<file path="src/logic/fas_pkg.sv">
// constants and carrier types for the fault and alert status registers
//
// Summary of operation
// - oscillator outside plus or minus five percent sets fault bit 15
// - oscillator check result re-evaluated every two slow oscillator cycles
// - bit 14 repeats the oscillator alert: set the same way, cleared on its own by a zero write
// - fault bit 13 and cell summary bits 15..14 read zero, ignore writes
// - upper receiver single-ended flag sets only after power-on indicator clears
// - lower receiver single-ended flag sets only after power-on indicator clears
// - bits 10 and 9 copy single-ended flags, may set during power-on
// - supply low and ground open flags held off while power-on indicator set
// - each ground open flag latches for its own logic ground pin
// - sticky fault flags hold until software writes zero to them
// - writing one to a sticky flag leaves it unchanged
// - bit 5 is the OR of all balance switch alerts
// - bit 4 latches on hot die or settling shorter than 50 us
// - cell summary bits 13 and 12 are aux input over-or-under alerts
// - cell summary bits 11..0 are per-cell over-or-under alerts
// - power-on indicator set by reset, cleared by writing zero
package fas_pkg;

  // -------------------------------------------------------------
  // register map
  // -------------------------------------------------------------
  localparam logic [7:0]  FAS_STATUS_OFS  = 8'h02;
  localparam logic [7:0]  FAS_FAULT_OFS   = 8'h03;
  localparam logic [7:0]  FAS_CELL_OFS    = 8'h04;
  localparam logic [15:0] FAS_FAULT_RST   = 16'h0000;
  localparam logic [15:0] FAS_STICKY_MASK = 16'hc1df;
  localparam int          FAS_POR_BIT     = 15;

  // fault register fields
  localparam int FAS_OSC1_BIT  = 15;
  localparam int FAS_OSC2_BIT  = 14;
  localparam int FAS_ZERO_BIT  = 13;
  localparam int FAS_SEU1_BIT  = 12;
  localparam int FAS_SEL1_BIT  = 11;
  localparam int FAS_SEU2_BIT  = 10;
  localparam int FAS_SEL2_BIT  = 9;
  localparam int FAS_VDD3_BIT  = 8;
  localparam int FAS_VDD2_BIT  = 7;
  localparam int FAS_GND2_BIT  = 6;
  localparam int FAS_BALSW_BIT = 5;
  localparam int FAS_TEMP_BIT  = 4;
  localparam int FAS_HVUV_BIT  = 3;
  localparam int FAS_GND3_BIT  = 2;
  localparam int FAS_VDD1_BIT  = 1;
  localparam int FAS_GND1_BIT  = 0;

  // -------------------------------------------------------------
  // timing
  // -------------------------------------------------------------
  localparam int FAS_CLK_MHZ      = 125;
  localparam int FAS_OSC_NOM_HZ   = 32000;
  localparam int FAS_OSC_TOL_PCT  = 5;
  localparam int FAS_OSC_PAIR_CYC = 2 * FAS_CLK_MHZ * 1000000 / FAS_OSC_NOM_HZ;
  localparam int FAS_OSC_MIN_CYC  =
    (FAS_OSC_PAIR_CYC * (100 - FAS_OSC_TOL_PCT) + 99) / 100;
  localparam int FAS_OSC_MAX_CYC  =
    FAS_OSC_PAIR_CYC * (100 + FAS_OSC_TOL_PCT) / 100;
  localparam int FAS_SETTLE_US    = 50;
  localparam int FAS_SETTLE_CYC   = FAS_SETTLE_US * FAS_CLK_MHZ;
  localparam int FAS_CNT_W        = 16;

  // -------------------------------------------------------------
  // carriers
  // -------------------------------------------------------------
  typedef struct packed {
    logic lf_osc;
    logic upper_se;
    logic lower_se;
    logic vddl3_low;
    logic vddl2_low;
    logic vddl1_low;
    logic gndl3_open;
    logic gndl2_open;
    logic gndl1_open;
    logic hv_uv;
    logic die_hot;
  } fas_pin_type;

  typedef struct packed {
    logic [11:0] cell_ov;
    logic [11:0] cell_uv;
    logic [1:0]  aux_input_over_alert;
    logic [1:0]  aux_input_under_alert;
    logic [11:0] balsw;
  } fas_alert_type;

  function automatic logic fas_hit(input logic [7:0] addr,
                                   input logic [7:0] ofs);
    fas_hit = (addr == ofs);
  endfunction : fas_hit

endpackage : fas_pkg

</file>
<file path="src/logic/fas_fault_regs.sv">
// fault and cell alert status registers with power-on indicator
`timescale 1ns/100ps
`default_nettype none
module fas_fault_regs
  import fas_pkg::*;
#(
  parameter int OSC_PAIR_MIN = FAS_OSC_MIN_CYC,
  parameter int OSC_PAIR_MAX = FAS_OSC_MAX_CYC,
  parameter int SETTLE_CYC   = FAS_SETTLE_CYC
) (
  input  wire logic          clk_sys,
  input  wire logic          resetn,
  input  wire logic          clk_en,
  input  wire fas_pin_type   pins,
  input  wire fas_alert_type alerts,
  input  wire logic          diag_start,
  input  wire logic          diag_sample,
  input  wire logic [7:0]    reg_addr,
  input  wire logic          reg_wr,
  input  wire logic          reg_rd,
  input  wire logic [15:0]   reg_wdata,
  output logic [15:0]        reg_rdata,
  output logic               reg_rvalid,
  output logic               power_on_reset_indicator,
  output logic               fault_any
);

  // -------------------------------------------------------------
  // pin synchronisation and oscillator check
  // -------------------------------------------------------------
  fas_pin_type pin_s;
  logic        osc_stb;
  logic        osc_fail;

  fas_sync #(
    .WIDTH ($bits(fas_pin_type))
  ) u_sync (
    .clk_sys  (clk_sys),
    .resetn   (resetn),
    .clk_en   (clk_en),
    .async_in (pins),
    .sync_out (pin_s)
  );

  fas_osc_check #(
    .PAIR_MIN (OSC_PAIR_MIN),
    .PAIR_MAX (OSC_PAIR_MAX)
  ) u_osc (
    .clk_sys   (clk_sys),
    .resetn    (resetn),
    .clk_en    (clk_en),
    .lf_sync   (pin_s.lf_osc),
    .eval_stb  (osc_stb),
    .eval_fail (osc_fail)
  );

  // -------------------------------------------------------------
  // write decode
  // -------------------------------------------------------------
  logic wr_fault;
  logic wr_status;

  assign wr_fault  = clk_en & reg_wr & fas_hit(reg_addr, FAS_FAULT_OFS);
  assign wr_status = clk_en & reg_wr & fas_hit(reg_addr, FAS_STATUS_OFS);

  // -------------------------------------------------------------
  // power-on indicator
  // -------------------------------------------------------------
  always_ff @(posedge clk_sys) begin
    if (!resetn) begin
      power_on_reset_indicator <= 1'b1;
    end else if (wr_status && !reg_wdata[FAS_POR_BIT]) begin
      power_on_reset_indicator <= 1'b0;
    end
  end

  // -------------------------------------------------------------
  // settling time monitor
  // -------------------------------------------------------------
  logic [FAS_CNT_W-1:0] settle_cnt;
  logic                 settle_short;

  always_ff @(posedge clk_sys) begin
    if (!resetn) begin
      settle_cnt <= '0;
    end else if (clk_en) begin
      if (diag_start) begin
        settle_cnt <= '0;
      end else if (settle_cnt < FAS_CNT_W'(SETTLE_CYC)) begin
        settle_cnt <= settle_cnt + 1'b1;
      end
    end
  end

  assign settle_short = diag_sample & ~diag_start &
                        (settle_cnt < FAS_CNT_W'(SETTLE_CYC - 1));

  // -------------------------------------------------------------
  // sticky fault flags
  // -------------------------------------------------------------
  logic [15:0] sticky;
  logic [15:0] sticky_set;
  logic [15:0] sticky_clr;
  logic [15:0] next_sticky;
  logic        gate;

  assign gate = ~power_on_reset_indicator;

  always_comb begin
    sticky_set                = '0;
    sticky_set[FAS_OSC1_BIT]  = osc_stb & osc_fail;
    sticky_set[FAS_OSC2_BIT]  = osc_stb & osc_fail;
    sticky_set[FAS_VDD3_BIT]  = gate & pin_s.vddl3_low;
    sticky_set[FAS_VDD2_BIT]  = gate & pin_s.vddl2_low;
    sticky_set[FAS_VDD1_BIT]  = gate & pin_s.vddl1_low;
    sticky_set[FAS_HVUV_BIT]  = gate & pin_s.hv_uv;
    sticky_set[FAS_GND1_BIT]  = gate & pin_s.gndl1_open;
    sticky_set[FAS_GND2_BIT]  = gate & pin_s.gndl2_open;
    sticky_set[FAS_GND3_BIT]  = gate & pin_s.gndl3_open;
    sticky_set[FAS_TEMP_BIT]  = pin_s.die_hot | settle_short;
  end

  // zeros clear, ones leave the flag alone
  assign sticky_clr  = wr_fault ? (~reg_wdata & FAS_STICKY_MASK) : '0;
  // set is or-ed after the clear so it wins
  assign next_sticky = ((sticky & ~sticky_clr) | sticky_set) &
                       FAS_STICKY_MASK;

  always_ff @(posedge clk_sys) begin
    if (!resetn) begin
      sticky <= FAS_FAULT_RST;
    end else if (clk_en) begin
      sticky <= next_sticky;
    end
  end

  // -------------------------------------------------------------
  // single-ended receiver flags
  // -------------------------------------------------------------
  logic seu1;
  logic sel1;
  logic seu2;
  logic sel2;

  always_ff @(posedge clk_sys) begin
    if (!resetn) begin
      seu1 <= 1'b0;
      sel1 <= 1'b0;
    end else if (clk_en) begin
      if (gate && pin_s.upper_se) begin
        seu1 <= 1'b1;
      end
      if (gate && pin_s.lower_se) begin
        sel1 <= 1'b1;
      end
    end
  end

  always_ff @(posedge clk_sys) begin
    if (!resetn) begin
      seu2 <= 1'b0;
      sel2 <= 1'b0;
    end else if (clk_en) begin
      if (pin_s.upper_se) begin
        seu2 <= 1'b1;
      end
      if (pin_s.lower_se) begin
        sel2 <= 1'b1;
      end
    end
  end

  // -------------------------------------------------------------
  // read words
  // -------------------------------------------------------------
  logic [15:0] fault_word;
  logic [15:0] cell_word;

  always_comb begin
    fault_word                = sticky;
    fault_word[FAS_ZERO_BIT]  = 1'b0;
    fault_word[FAS_SEU1_BIT]  = seu1;
    fault_word[FAS_SEL1_BIT]  = sel1;
    fault_word[FAS_SEU2_BIT]  = seu2;
    fault_word[FAS_SEL2_BIT]  = sel2;
    fault_word[FAS_BALSW_BIT] = |alerts.balsw;
  end

  always_comb begin
    cell_word        = '0;
    cell_word[13:12] = alerts.aux_input_over_alert |
                       alerts.aux_input_under_alert;
    cell_word[11:0]  = alerts.cell_ov | alerts.cell_uv;
  end

  assign fault_any = |fault_word;

  always_ff @(posedge clk_sys) begin
    if (!resetn) begin
      reg_rdata  <= '0;
      reg_rvalid <= 1'b0;
    end else if (clk_en) begin
      reg_rvalid <= reg_rd;
      if (reg_rd) begin
        if (fas_hit(reg_addr, FAS_FAULT_OFS)) begin
          reg_rdata <= fault_word;
        end else if (fas_hit(reg_addr, FAS_CELL_OFS)) begin
          reg_rdata <= cell_word;
        end else if (fas_hit(reg_addr, FAS_STATUS_OFS)) begin
          reg_rdata <= {power_on_reset_indicator, 15'h0000};
        end else begin
          reg_rdata <= 16'h0000;
        end
      end
    end
  end
endmodule : fas_fault_regs
`default_nettype wire

</file>
<file path="src/logic/fas_sync.sv">
// two-stage synchroniser bank for pin-level inputs
`timescale 1ns/100ps
`default_nettype none
module fas_sync #(
  parameter int WIDTH = 1
) (
  input  wire logic             clk_sys,
  input  wire logic             resetn,
  input  wire logic             clk_en,
  input  wire logic [WIDTH-1:0] async_in,
  output logic      [WIDTH-1:0] sync_out
);

  logic [WIDTH-1:0] meta;

  always_ff @(posedge clk_sys) begin
    if (!resetn) begin
      meta     <= '0;
      sync_out <= '0;
    end else if (clk_en) begin
      meta     <= async_in;
      sync_out <= meta;
    end
  end

endmodule : fas_sync
`default_nettype wire

</file>
<file path="src/logic/fas_osc_check.sv">
// slow oscillator frequency check over two of its cycles
`timescale 1ns/100ps
`default_nettype none
module fas_osc_check
  import fas_pkg::*;
#(
  parameter int PAIR_MIN = FAS_OSC_MIN_CYC,
  parameter int PAIR_MAX = FAS_OSC_MAX_CYC
) (
  input  wire logic clk_sys,
  input  wire logic resetn,
  input  wire logic clk_en,
  input  wire logic lf_sync,
  output logic      eval_stb,
  output logic      eval_fail
);

  logic                 lf_prev;
  logic                 armed;
  logic                 half;
  logic [FAS_CNT_W-1:0] cnt;
  logic                 fall;
  logic                 stall;

  // falling edges only: the synchroniser resets low, so a pin high at
  // reset release gives a false rise but never a false fall
  assign fall  = ~lf_sync & lf_prev;
  // a stopped oscillator must still be reported
  assign stall = (cnt >= FAS_CNT_W'(PAIR_MAX));

  always_ff @(posedge clk_sys) begin
    if (!resetn) begin
      lf_prev <= 1'b0;
    end else if (clk_en) begin
      lf_prev <= lf_sync;
    end
  end

  // verdict once per two slow cycles; cnt holds the cycles since the
  // window opened, so it equals the pair length at the closing edge
  always_ff @(posedge clk_sys) begin
    if (!resetn) begin
      armed     <= 1'b0;
      half      <= 1'b0;
      cnt       <= '0;
      eval_stb  <= 1'b0;
      eval_fail <= 1'b0;
    end else if (clk_en) begin
      eval_stb <= 1'b0;
      if (stall) begin
        cnt       <= '0;
        armed     <= 1'b0;
        half      <= 1'b0;
        eval_stb  <= 1'b1;
        eval_fail <= 1'b1;
      end else if (fall && !armed) begin
        // the window opens on an edge, never at reset or after a stall
        cnt   <= FAS_CNT_W'(1);
        armed <= 1'b1;
        half  <= 1'b0;
      end else if (fall && half) begin
        cnt       <= FAS_CNT_W'(1);
        half      <= 1'b0;
        eval_stb  <= 1'b1;
        eval_fail <= (cnt < FAS_CNT_W'(PAIR_MIN));
      end else begin
        cnt <= cnt + 1'b1;
        if (fall) begin
          half <= 1'b1;
        end
      end
    end
  end

endmodule : fas_osc_check
`default_nettype wire

</file>
<file path="config.mk">
export PLATFORM = sky130hd
export DESIGN_NAME = fas_fault_regs
export DESIGN_NICKNAME = d
export VERILOG_FILES = /design/src/logic/fas_pkg.sv /design/src/logic/fas_fault_regs.sv /design/src/logic/fas_sync.sv /design/src/logic/fas_osc_check.sv
export SDC_FILE = /design/constraint.sdc
export NUM_CORES = 1
export LEC_CHECK = 0
export BUFFER_PORTS_ARGS = -buffer_cell sky130_fd_sc_hd__buf_2
export CORE_MARGIN = 1.5
export CORE_UTILIZATION = 58
export CTS_CLUSTER_SIZE = 10
export DETAILED_ROUTE_END_ITERATION = 6
export HOLD_SLACK_MARGIN = 0.05
export PLACE_DENSITY = 0.85
export SETUP_SLACK_MARGIN = 0.5
export SYNTH_ARGS = -nofsm -noshare
export SYNTH_HDL_FRONTEND = slang
export SYNTH_HIERARCHICAL = 1
export SYNTH_SLANG_ARGS = --single-unit
</file>
<file path="constraint.sdc">
create_clock -name clk_sys -period 2.8 [get_ports clk_sys]
set_input_delay 0.28 -clock clk_sys [delete_from_list [all_inputs] [get_ports clk_sys]]
set_output_delay 0.28 -clock clk_sys [all_outputs]
set_load 0.05 [all_outputs]
</file>
Yosys cells after proc, flatten, opt, wreduce, memory -nomap -nowiden --
Index checks and enable logic that the tools add are counted. W data, S select, Z words.
Storage, ports and cells: flip-flop bits (word level) 91, bits in latches 0, RAM bits 0, memory bits (read-only) 0, output and inout port bits 19, logic and storage cells 94, memories kept 0
Cells by class: add/sub/neg operators 2, $mul 0, div/mod/pow operators 0, magnitude comparators 4, equality and inequality tests 4, shift-type cells 0, mux-type cells 21, bitwise gates (word level) 24, reduce and logical (&&, ||, !) cells 22
Operator list (count):
- $mux W16 | 9
- $lt A16 B13 Y1 const B | 3
- $add A16 B1 Y16 const B | 2
- $not A16 Y16 | 2
- $reduce_or A26 Y1 | 1
- $and A16 B16 Y16 | 1
- $eq A8 B2 Y1 const B | 2
- $ge A16 B14 Y1 const B | 1
- $or A16 B16 Y16 | 1
- $reduce_and A2 Y1 | 8
- $and A1 B1 Y1 | 14
- $mux W1 | 12
- $or A12 B12 Y12 | 1
- $reduce_or A12 Y1 | 1
- $eq A8 B3 Y1 const B | 1
- $reduce_bool A2 Y1 | 3
- $logic_and A1 B1 Y1 | 5
- $reduce_bool A4 Y1 | 1
- $not A1 Y1 | 3
- $reduce_and A3 Y1 | 1
- $logic_not A1 Y1 | 2
- $ne A2 B1 Y1 const B | 1
- $or A2 B2 Y2 | 1
- $or A1 B1 Y1 | 1

Logic depth before layout (Yosys ltp) --
Gate-level depths: netlist (run 1).
depth in word-level cells 6, depth in mapped cells 8, gate-level depth less buffers 7

Cells and area by module --
Netlist (run 1), hierarchy kept.
Modules (own cells, without submodules):
- fas_fault_regs | instances 1, cells an instance 299, area an instance 2322.2 µm², seq. area each 960.9 µm²
- fas_osc_check | instances 1, cells an instance 135, area an instance 1157.4 µm², seq. area each 420.4 µm²
- fas_sync | instances 1, cells an instance 71, area an instance 857.1 µm², seq. area each 440.4 µm²

Least setup slack after synthesis (run 1) --
No wires, ideal clock.
kind register -> register, from register u_osc.cnt[4], to register u_osc.cnt[15], library setup time 86 ps, arrival time 1688 ps, required time 2714 ps, path slack 1025 ps, stages on the path, launching flop included 5, path buffers 0, period minus slack after synthesis 1775 ps, cells stage by stage dfxtp_1 -> nand4_4 -> or4_4 -> or3_1 -> a221oi_2
On the way: cells in the longest elaborated chain, start to end 4, elaborated cells on any way between the ends 5
RTL lines:
- start: declaration | line fas_osc_check.sv:21 | logic [FAS_CNT_W-1:0] cnt;
- start signal: assignment | line fas_osc_check.sv:67 | cnt <= cnt + 1'b1;
- $add A16 B1 Y16 | line fas_osc_check.sv:67
- $mux W16 | line fas_osc_check.sv:61 | end else if (fall && half) begin
- $mux W16 | line fas_osc_check.sv:56 | end else if (fall && !armed) begin
- $mux W16 * | line fas_osc_check.sv:50 | if (stall) begin
Every way passes the cells marked *; elsewhere a longest branch is shown, timed or not. A chain may end at the register's enable or synchronous reset.

Final worst setup path (run 1) --
from register u_osc.cnt[0], to register u_osc.cnt[1]
The elaborated chain is that of the path after synthesis.

==> results.tsv, run 1 <==
stage	metric	value	unit
finish	Nets	674	
global_route	gr ovfl total	0	
synth	predominant post-synthesis flop cell	dfxtp_1	
place	gpl congestion	0.894	
routing	DR WL/cell	14.7	um
cts	Post-CTS Setup Repair Bufs	0	
synth	share of the synthesized area in the top cell type	42.0	%
synth	area leader, netlist	dfxtp_1	
job	maxcap violations	0	
sta	fin. max-slew vios	0	
setup_path	critical path arrival	2.21	ns
finish	Antenna diodes	0	
sta	Peak Freq	0.508	GHz
pwr	Sw Share	24.8	%
die	Die W	89.5	um
routing	Pre-antenna DRT Iters	5	
setup_path	CP Launch Type	flip-flop	
finish	share of layout cells above drive strength 1	22.4	%
setup_path	critical path class	reg2reg	
sta	post-layout min period	1.97	ns
setup_path	CP Data Required Time	3.04	ns
routing	total number of vias	4076	
outcome	outcome	completed	
synth	synth top area cells	dfxtp_1, mux2i_1, o21ai_0	
setup_path	Worst Path Max Fanout	13	
synth	Yosys cell types	63	
pwr	Seq pwr share	55.0	%
synth	Post-Syn Instances	505	
die	Die Y	89.5	um
cts	CTS buffer count	9	
die	# IOs	101	
routing	DRC viols	0	
finish	Filler cells	589	
cts	CTS sink cnt	91	
synth	Post-Synthesis Cell Area	4340	sq um
cts	Hold Buf Count CTS	0	
place	Detailed Place HPWL	7240	um
synth	synth cell count leaders	dfxtp_1, nor2_1, nand2_1	
synth	syn nets	591	
sta	worst slew pin tran	0.748	ns
pwr	total power draw	2.42	mW
finish	Syn-to-layout area delta	15.2	%
die	row cnt	31	
synth	Avg Cell Area, Syn	8.59	sq um
sta	final worst path period share	70.3	%
global_route	gr usage total	25.1	%
pwr	Int Pwr	1.82	mW
cts	H-tree Lvls	3	
finish	Finished Layout Cells	692	
synth	Post-synth EDFFs	0	
pwr	peak supply drop	0.000465	V
sta	Final setup viols	0	
routing	initial detailed-routing violation count	253	
setup_path	Critical Path Sink Type	flip-flop	
finish	final instance area	4990	sq um
die	die area	8000	sq um
global_route	vias in the first global route	3456	
pwr	Clock power frac	36.8	%
sta	final hold vios	0	
sta	Worst Skew	0.00759	ns
synth	count leader, synth	dfxtp_1	
pwr	Comb pwr share	8.2	%
synth	Synth async-reset ratio	0	%
pwr	LEAKAGE	2.00	nW
place	area post-placement	4790	sq um
finish	fin util	68.9	%
setup_path	number of cells on the worst reg-to-reg path	6	
synth	Seq/Total Area, Yosys	42.0	%
pwr	pwr dens	485	nW/um^2
die	core box area	7250	sq um
die	Initial Utilization	59.8	%
cts	Clock transition at path regs	0.09	ns
hold_path	worst hold path depth	3	
sta	slew margin rel.	49.9	%
cts	Clock Latency Late Sink	0.35	ns
cts	CTS Root Cell	clkbuf_8	
routing	DRT Wirelength	10200	um
cts	CTS tree	built	
synth	synthesis warning total	6	
cts	Max clock buf depth	2	
synth	synthesis-stage register bit count	91	
place	dpl cells	676	
global_route	initial antenna violation count	0	
sta	setup total negative slack	0	ns
place	port buffer count	94	
pwr	switching power	0.601	mW
global_route	largest net degree at the start of global routing	38	
sta	RSZ-0062 raised after global routing	no	
hold_path	Hold WC Path Type	in2reg	
routing	Via density	5.89	
routing	ANT nets after route	0	
global_route	first-pass GRT wire length	15600	um
==> layout make-up <==
cell class | instances | area (sq um) | share of cell area, %
Timing Repair Buffer | 100 | 515 | 10.3
Sequential cell | 91 | 1820 | 36.5
Multi-Input combinational cell | 371 | 2280 | 45.6
Clock inverter | 7 | 76.3 | 1.53
Clock buffer | 9 | 124 | 2.48
Tap cell | 99 | 124 | 2.48
Inverter | 15 | 56.3 | 1.13
==> critical path: stages (launching register included) <==
cell and delay (ns):
dfxtp_1 0.40, inv_1 0.08, ha_1 0.20, o31ai_1 0.18, and4_1 0.41, o21ai_2 0.24
o41ai_1 0.33
==> path summary, 6_finish.rpt <==
check        slack [ns]               start        endpoint
max                0.83        u_osc/cnt[0]    u_osc/cnt[1]
min                0.18             pins[0]  u_sync/meta[0]
max reg2reg        0.83        u_osc/cnt[0]    u_osc/cnt[1]
min reg2reg        0.46  u_sync/sync_out[6]       sticky[7]
==> per-stage QoR <==
stage	hold slack, ns	worst slack, ns
after floorplan	0.408	1.03
after global placement	0.441	0.742
after detailed placement	0.446	0.673
after CTS	0.164	0.646
after global routing	0.185	0.675
final	0.179	0.832
==> layout by cell type (no fill, tap or decap), drive strengths merged, types with 16 or more instances in the layout <==
| master | Yosys | routed |
|---|---|---|
| nor2 | 49 | 49 |
| o21ai | 41 | 41 |
| nand3 | 16 | 16 |
| a21oi | 33 | 33 |
| nor2b | 24 | 24 |
| dfxtp | 91 | 91 |
| mux2i | 24 | 24 |
| inv | 15 | 17 |
| buf | 9 | 100 |
| nand2 | 44 | 44 |
==> metal layers <==
metal	GRT usage, %	share of wire [%]	vias up
met5	0	0	-
met2	40.0	47	183
met4	10.9	2.0	0
met3	5.63	7.2	21
li1	-	-	2008
met1	32.6	44	1864
==> repair_timing <==
| action | 4_1_cts | 5_1_grt |
|---|---|---|
| gates resized for setup | 0 | 1 |
| setup endpoints to repair | 0 | 4 |
| hold endpoints to repair | 0 | 0 |
==> flip-flops by register name, indices dropped and copies added, names as in the netlist <==
signal	count
reg_rdata	16
settle_cnt	16
u_osc/cnt	16
u_sync/meta	11
u_sync/sync_out	11
sticky	10
power_on_reset_indicator	1
reg_rvalid	1
sel1	1
sel2	1
seu1	1
seu2	1
u_osc/armed	1
u_osc/eval_fail	1
u_osc/eval_stb	1
u_osc/half	1
u_osc/lf_prev	1
==> power groups by stage <==
| stage | sequential (mW) | clock [mW] | combinational [mW] |
|---|---|---|---|
| after floorplan | 1.36 | 0 | 0.115 |
| after global placement | 1.36 | 0 | 0.189 |
| after detailed placement | 1.36 | 0 | 0.196 |
| after CTS | 1.33 | 0.907 | 0.198 |
| after global routing | 1.34 | 0.952 | 0.220 |
| final | 1.33 | 0.890 | 0.198 |
==> cells by family (layout without fill, tap and decap cells) <==
group / count (synthesis) / in the layout / synth area share, %
AND/OR/NAND/NOR: 200 / 200 / 24.4
AO/OA/AOI/OAI: 134 / 134 / 19.6
flip-flops: 91 / 91 / 42.0
buffers and inverters: 43 / 131 / 5.57
multiplexers: 24 / 24 / 5.54
XOR/XNOR: 9 / 9 / 1.82
adder cells (fa/ha/maj): 4 / 4 / 1.15
Note: power is estimated with default switching activity, not from simulation.
==> run 2: changes to the inputs <==
--- a/config.mk
+++ b/config.mk
@@ -5,13 +5,14 @@
 export SDC_FILE = /design/constraint.sdc
 export NUM_CORES = 1
 export LEC_CHECK = 0
+export ABC_AREA = 1
 export BUFFER_PORTS_ARGS = -buffer_cell sky130_fd_sc_hd__buf_2
 export CORE_MARGIN = 1.5
-export CORE_UTILIZATION = 58
+export CORE_UTILIZATION = 49
 export CTS_CLUSTER_SIZE = 10
 export DETAILED_ROUTE_END_ITERATION = 6
 export HOLD_SLACK_MARGIN = 0.05
-export PLACE_DENSITY = 0.85
+export PLACE_DENSITY = 0.76
 export SETUP_SLACK_MARGIN = 0.5
 export SYNTH_ARGS = -nofsm -noshare
 export SYNTH_HDL_FRONTEND = slang
==> constraint.sdc (replaced) <==
create_clock -name clk_sys -period 1.6 [get_ports clk_sys]
set_input_delay 0.16 -clock clk_sys [delete_from_list [all_inputs] [get_ports clk_sys]]
set_output_delay 0.16 -clock clk_sys [all_outputs]
set_load 0.05 [all_outputs]
==> results.tsv, run 2 <==
stage	metric	value	unit	change
die	row cnt	35		was 31
sta	setup total negative slack	-0.0466	ns	was 0 ns
pwr	pwr dens	719	nW/um^2	was 485 nW/um^2
routing	Pre-antenna DRT Iters	5		unchanged
finish	Antenna diodes	0		unchanged
finish	Filler cells	690		was 589
synth	Post-synth EDFFs	0		unchanged
setup_path	Worst Path Max Fanout	2		was 13
synth	Yosys cell types	40		was 63
sta	post-layout min period	1.64	ns	
cts	CTS Root Cell	clkbuf_8		unchanged
finish	share of layout cells above drive strength 1	38.3	%	was 22.4%
finish	most common cell after layout, fill and taps aside	nand2_1		was buf_2
sta	Final setup viols	3		was 0
finish	most frequent cells in the layout	nand2_1, nor2_1, inv_1		was buf_2, dfxtp_1, nor2_1
sta	slew margin rel.	62.2	%	was 49.9%
routing	Via density	5.37		was 5.89
global_route	first-pass GRT wire length	19400	um	was 15,600 um
outcome	outcome	complete, but fails checks		was completed
cts	Clock transition at path regs	0.11	ns	was 0.09 ns
synth	syn nets	769		was 591
routing	DR WL/cell	14.5	um	was 14.7 um
sta	final hold vios	0		unchanged
sta	fin. max-slew vios	0		unchanged
synth	synthesis-stage register bit count	91		unchanged
place	Post-Place Worst Slack	0.163	ns	was 0.673 ns
hold_path	Hold WC Path Type	in2reg		unchanged
place	Detailed Place HPWL	7270	um	was 7240 um
sta	Peak Freq	0.611	GHz	
global_route	initial antenna violation count	0		unchanged
sta	RSZ-0062 raised after global routing	yes		was no
finish	Reg area	1900	sq um	was 1820 sq um
synth	synthesis warning total	6		unchanged
place	dpl cells	876		was 676
place	area post-placement	5150	sq um	was 4790 sq um
die	Die Y	99.5	um	was 89.5 um
routing	DRC viols	0		unchanged
finish	final instance area	6400	sq um	was 4990 sq um
setup_path	Cell Chain, Critical Path	nor4_2 > nand2_1 > nor2_2 > nand3_4 > buf_8		was inv_1 > ha_1 > o31ai_1 > and4_1 > o21ai_2 > o41ai_1
finish	Finished Layout Cells	923		was 692
cts	H-tree Lvls	3		unchanged
routing	ANT nets after route	0		unchanged
cts	CTS sink cnt	91		unchanged
synth	count leader, synth	nand2_1		was dfxtp_1
die	Die W	99.5	um	was 89.5 um
cts	CTS tree	built		unchanged
setup_path	CP Data Required Time	1.44	ns	was 3.04 ns
job	maxcap violations	0		unchanged
synth	Post-Synthesis Cell Area	4570	sq um	was 4340 sq um
routing	DRT Wirelength	13400	um	was 10,200 um
synth	synth top area cells	dfxtp_1, nand2_1, nor2_1		was dfxtp_1, mux2i_1, o21ai_0
outcome	failing checks	setup timing		
synth	synth cell count leaders	nand2_1, nor2_1, dfxtp_1		was dfxtp_1, nor2_1, nand2_1
setup_path	critical path class	reg2out		was reg2reg
setup_path	crit path buf inv count	1		unchanged
global_route	gr usage total	23.9	%	was 25.1%
sta	worst slew pin tran	0.567	ns	was 0.748 ns
setup_path	critical path arrival	1.48	ns	was 2.21 ns
routing	total number of vias	4959		was 4,076
cts	Clock Latency Late Sink	0.37	ns	was 0.35 ns
setup_path	slowest CP cell	dfxtp_2		was and4_1
global_route	largest net degree at the start of global routing	43		was 38
finish	Syn-to-layout area delta	40.1	%	was 15.2%
synth	Seq/Total Area, Yosys	39.9	%	was 42.0%
sta	Worst Skew	0.0126	ns	was 0.00759 ns
die	die area	9910	sq um	was 8000 sq um
setup_path	CP Launch Type	flip-flop		unchanged
place	port buffer count	94		unchanged
synth	Post-Syn Instances	683		was 505
pwr	peak supply drop	0.000528	V	was 0.000465 V
setup_path	CP max stage delay	0.36	ns	was 0.41 ns
die	core box area	9150	sq um	was 7250 sq um
cts	CTS buffer count	9		unchanged
sta	setup ws final	-0.0354	ns	was 0.832 ns
place	gpl congestion	0.894		about the same
setup_path	Largest delay share family, worst path	simple AND/OR/NAND/NOR gates		was compound AO/OA/AOI/OAI gates
synth	share of the synthesized area in the top cell type	39.9	%	was 42.0%
synth	Avg Cell Area, Syn	6.69	sq um	was 8.59 sq um
die	Initial Utilization	49.9	%	was 59.8%
finish	Nets	893		was 674
sta	final worst path period share	102	%	
setup_path	Critical Path Sink Type	primary output		was flip-flop
synth	Synth async-reset ratio	0	%	unchanged
global_route	gr ovfl total	0		unchanged
die	# IOs	101		unchanged
finish	Largest regs	reg_rdata (16), settle_cnt (16), u_osc/cnt (16)		unchanged
synth	predominant post-synthesis flop cell	dfxtp_1		unchanged
cts	Hold Buf Count CTS	0		unchanged
finish	Multi-input gate area	2850	sq um	was 2280 sq um
global_route	vias in the first global route	4463		was 3,456
cts	Max clock buf depth	2		unchanged
routing	initial detailed-routing violation count	254		was 253
synth	area leader, netlist	dfxtp_1		unchanged
pwr	LEAKAGE	2.87	nW	was 2.00 nW
-- run 2: cell count changes in the layout (fill, tap and decap cells not counted), moves of 22 or more --
| cell | before | now |
|---|---|---|
| buf_4 | 6 | 33 |
| dfxtp_1 | 91 | 57 |
| inv_1 | 15 | 80 |
| mux2i_1 | 24 | 0 |
| nand2_1 | 43 | 143 |
| nand2_2 | 0 | 22 |
| nor2_1 | 49 | 87 |
| nor2b_1 | 24 | 0 |
-- run 2: worst min-delay path, delay by kind of cell --
kind	cells	cell delay [ns]
buf+inv	2	0.10
simple gates	3	0.14
-- run 2: report_power, final --
part	switching (mW)	internal, mW
sequential	0.0675	2.33
clock	0.952	0.608
combinational	0.394	0.254
total	1.41	3.19
-- run 2: worst paths after layout --
kind,cells after the start,end,start,slack [ns]
worst max-delay path,5,fault_any,sticky[0],-0.04
worst min-delay path,5,u_sync/meta[3],pins[3],0.06
worst max register to register,11,settle_cnt[2],settle_cnt[14],-0.01
worst min register to register,2,sticky[3],u_sync/sync_out[1],0.46
-- run 2: final cells by class --
class | instances | area share (%)
multi-input cells | 479 | 44.5
flip-flops and latches | 91 | 29.7
repair buffers | 134 | 14.9
inverters | 92 | 5.65
well taps | 111 | 2.17
clock buffers | 9 | 1.94
clock inverters | 7 | 1.11
-- run 2: kinds of logic (layout without fill, tap and decap cells) --
group	after synthesis	after routing	share of synthesized area, %
flops	91	91	39.9
buf+inv	115	242	11.3
compound gates	109	109	13.5
fa+ha+maj	4	4	1.10
xor+xnor	3	3	0.575
simple gates	361	363	33.7
-- run 2: metrics by stage --
stage	power, mW	hold slack (ns)	util (%)
floorplan	2.80	0.280	-
global placement	2.95	0.429	56.3
CTS	4.53	0.0586	64.4
finish	4.60	0.0595	69.9
detailed placement	2.96	0.430	56.3
global route	4.80	0.0766	69.9
-- run 2: routing by layer --
layer	up-vias	track usage, %	wire length (um)
met1	2259	29.6	5200
met4	0	9.86	562
li1	2410	-	-
met3	57	3.79	862
met5	-	0	0
met2	233	41.3	6780
-- run 2: what timing repair did --
item	4_1_cts	5_1_grt
setup buffers	19	9
resized for setup	105	125
pin swaps	23	29
endpoints found under the setup margin	54	66
gates cloned	3	0
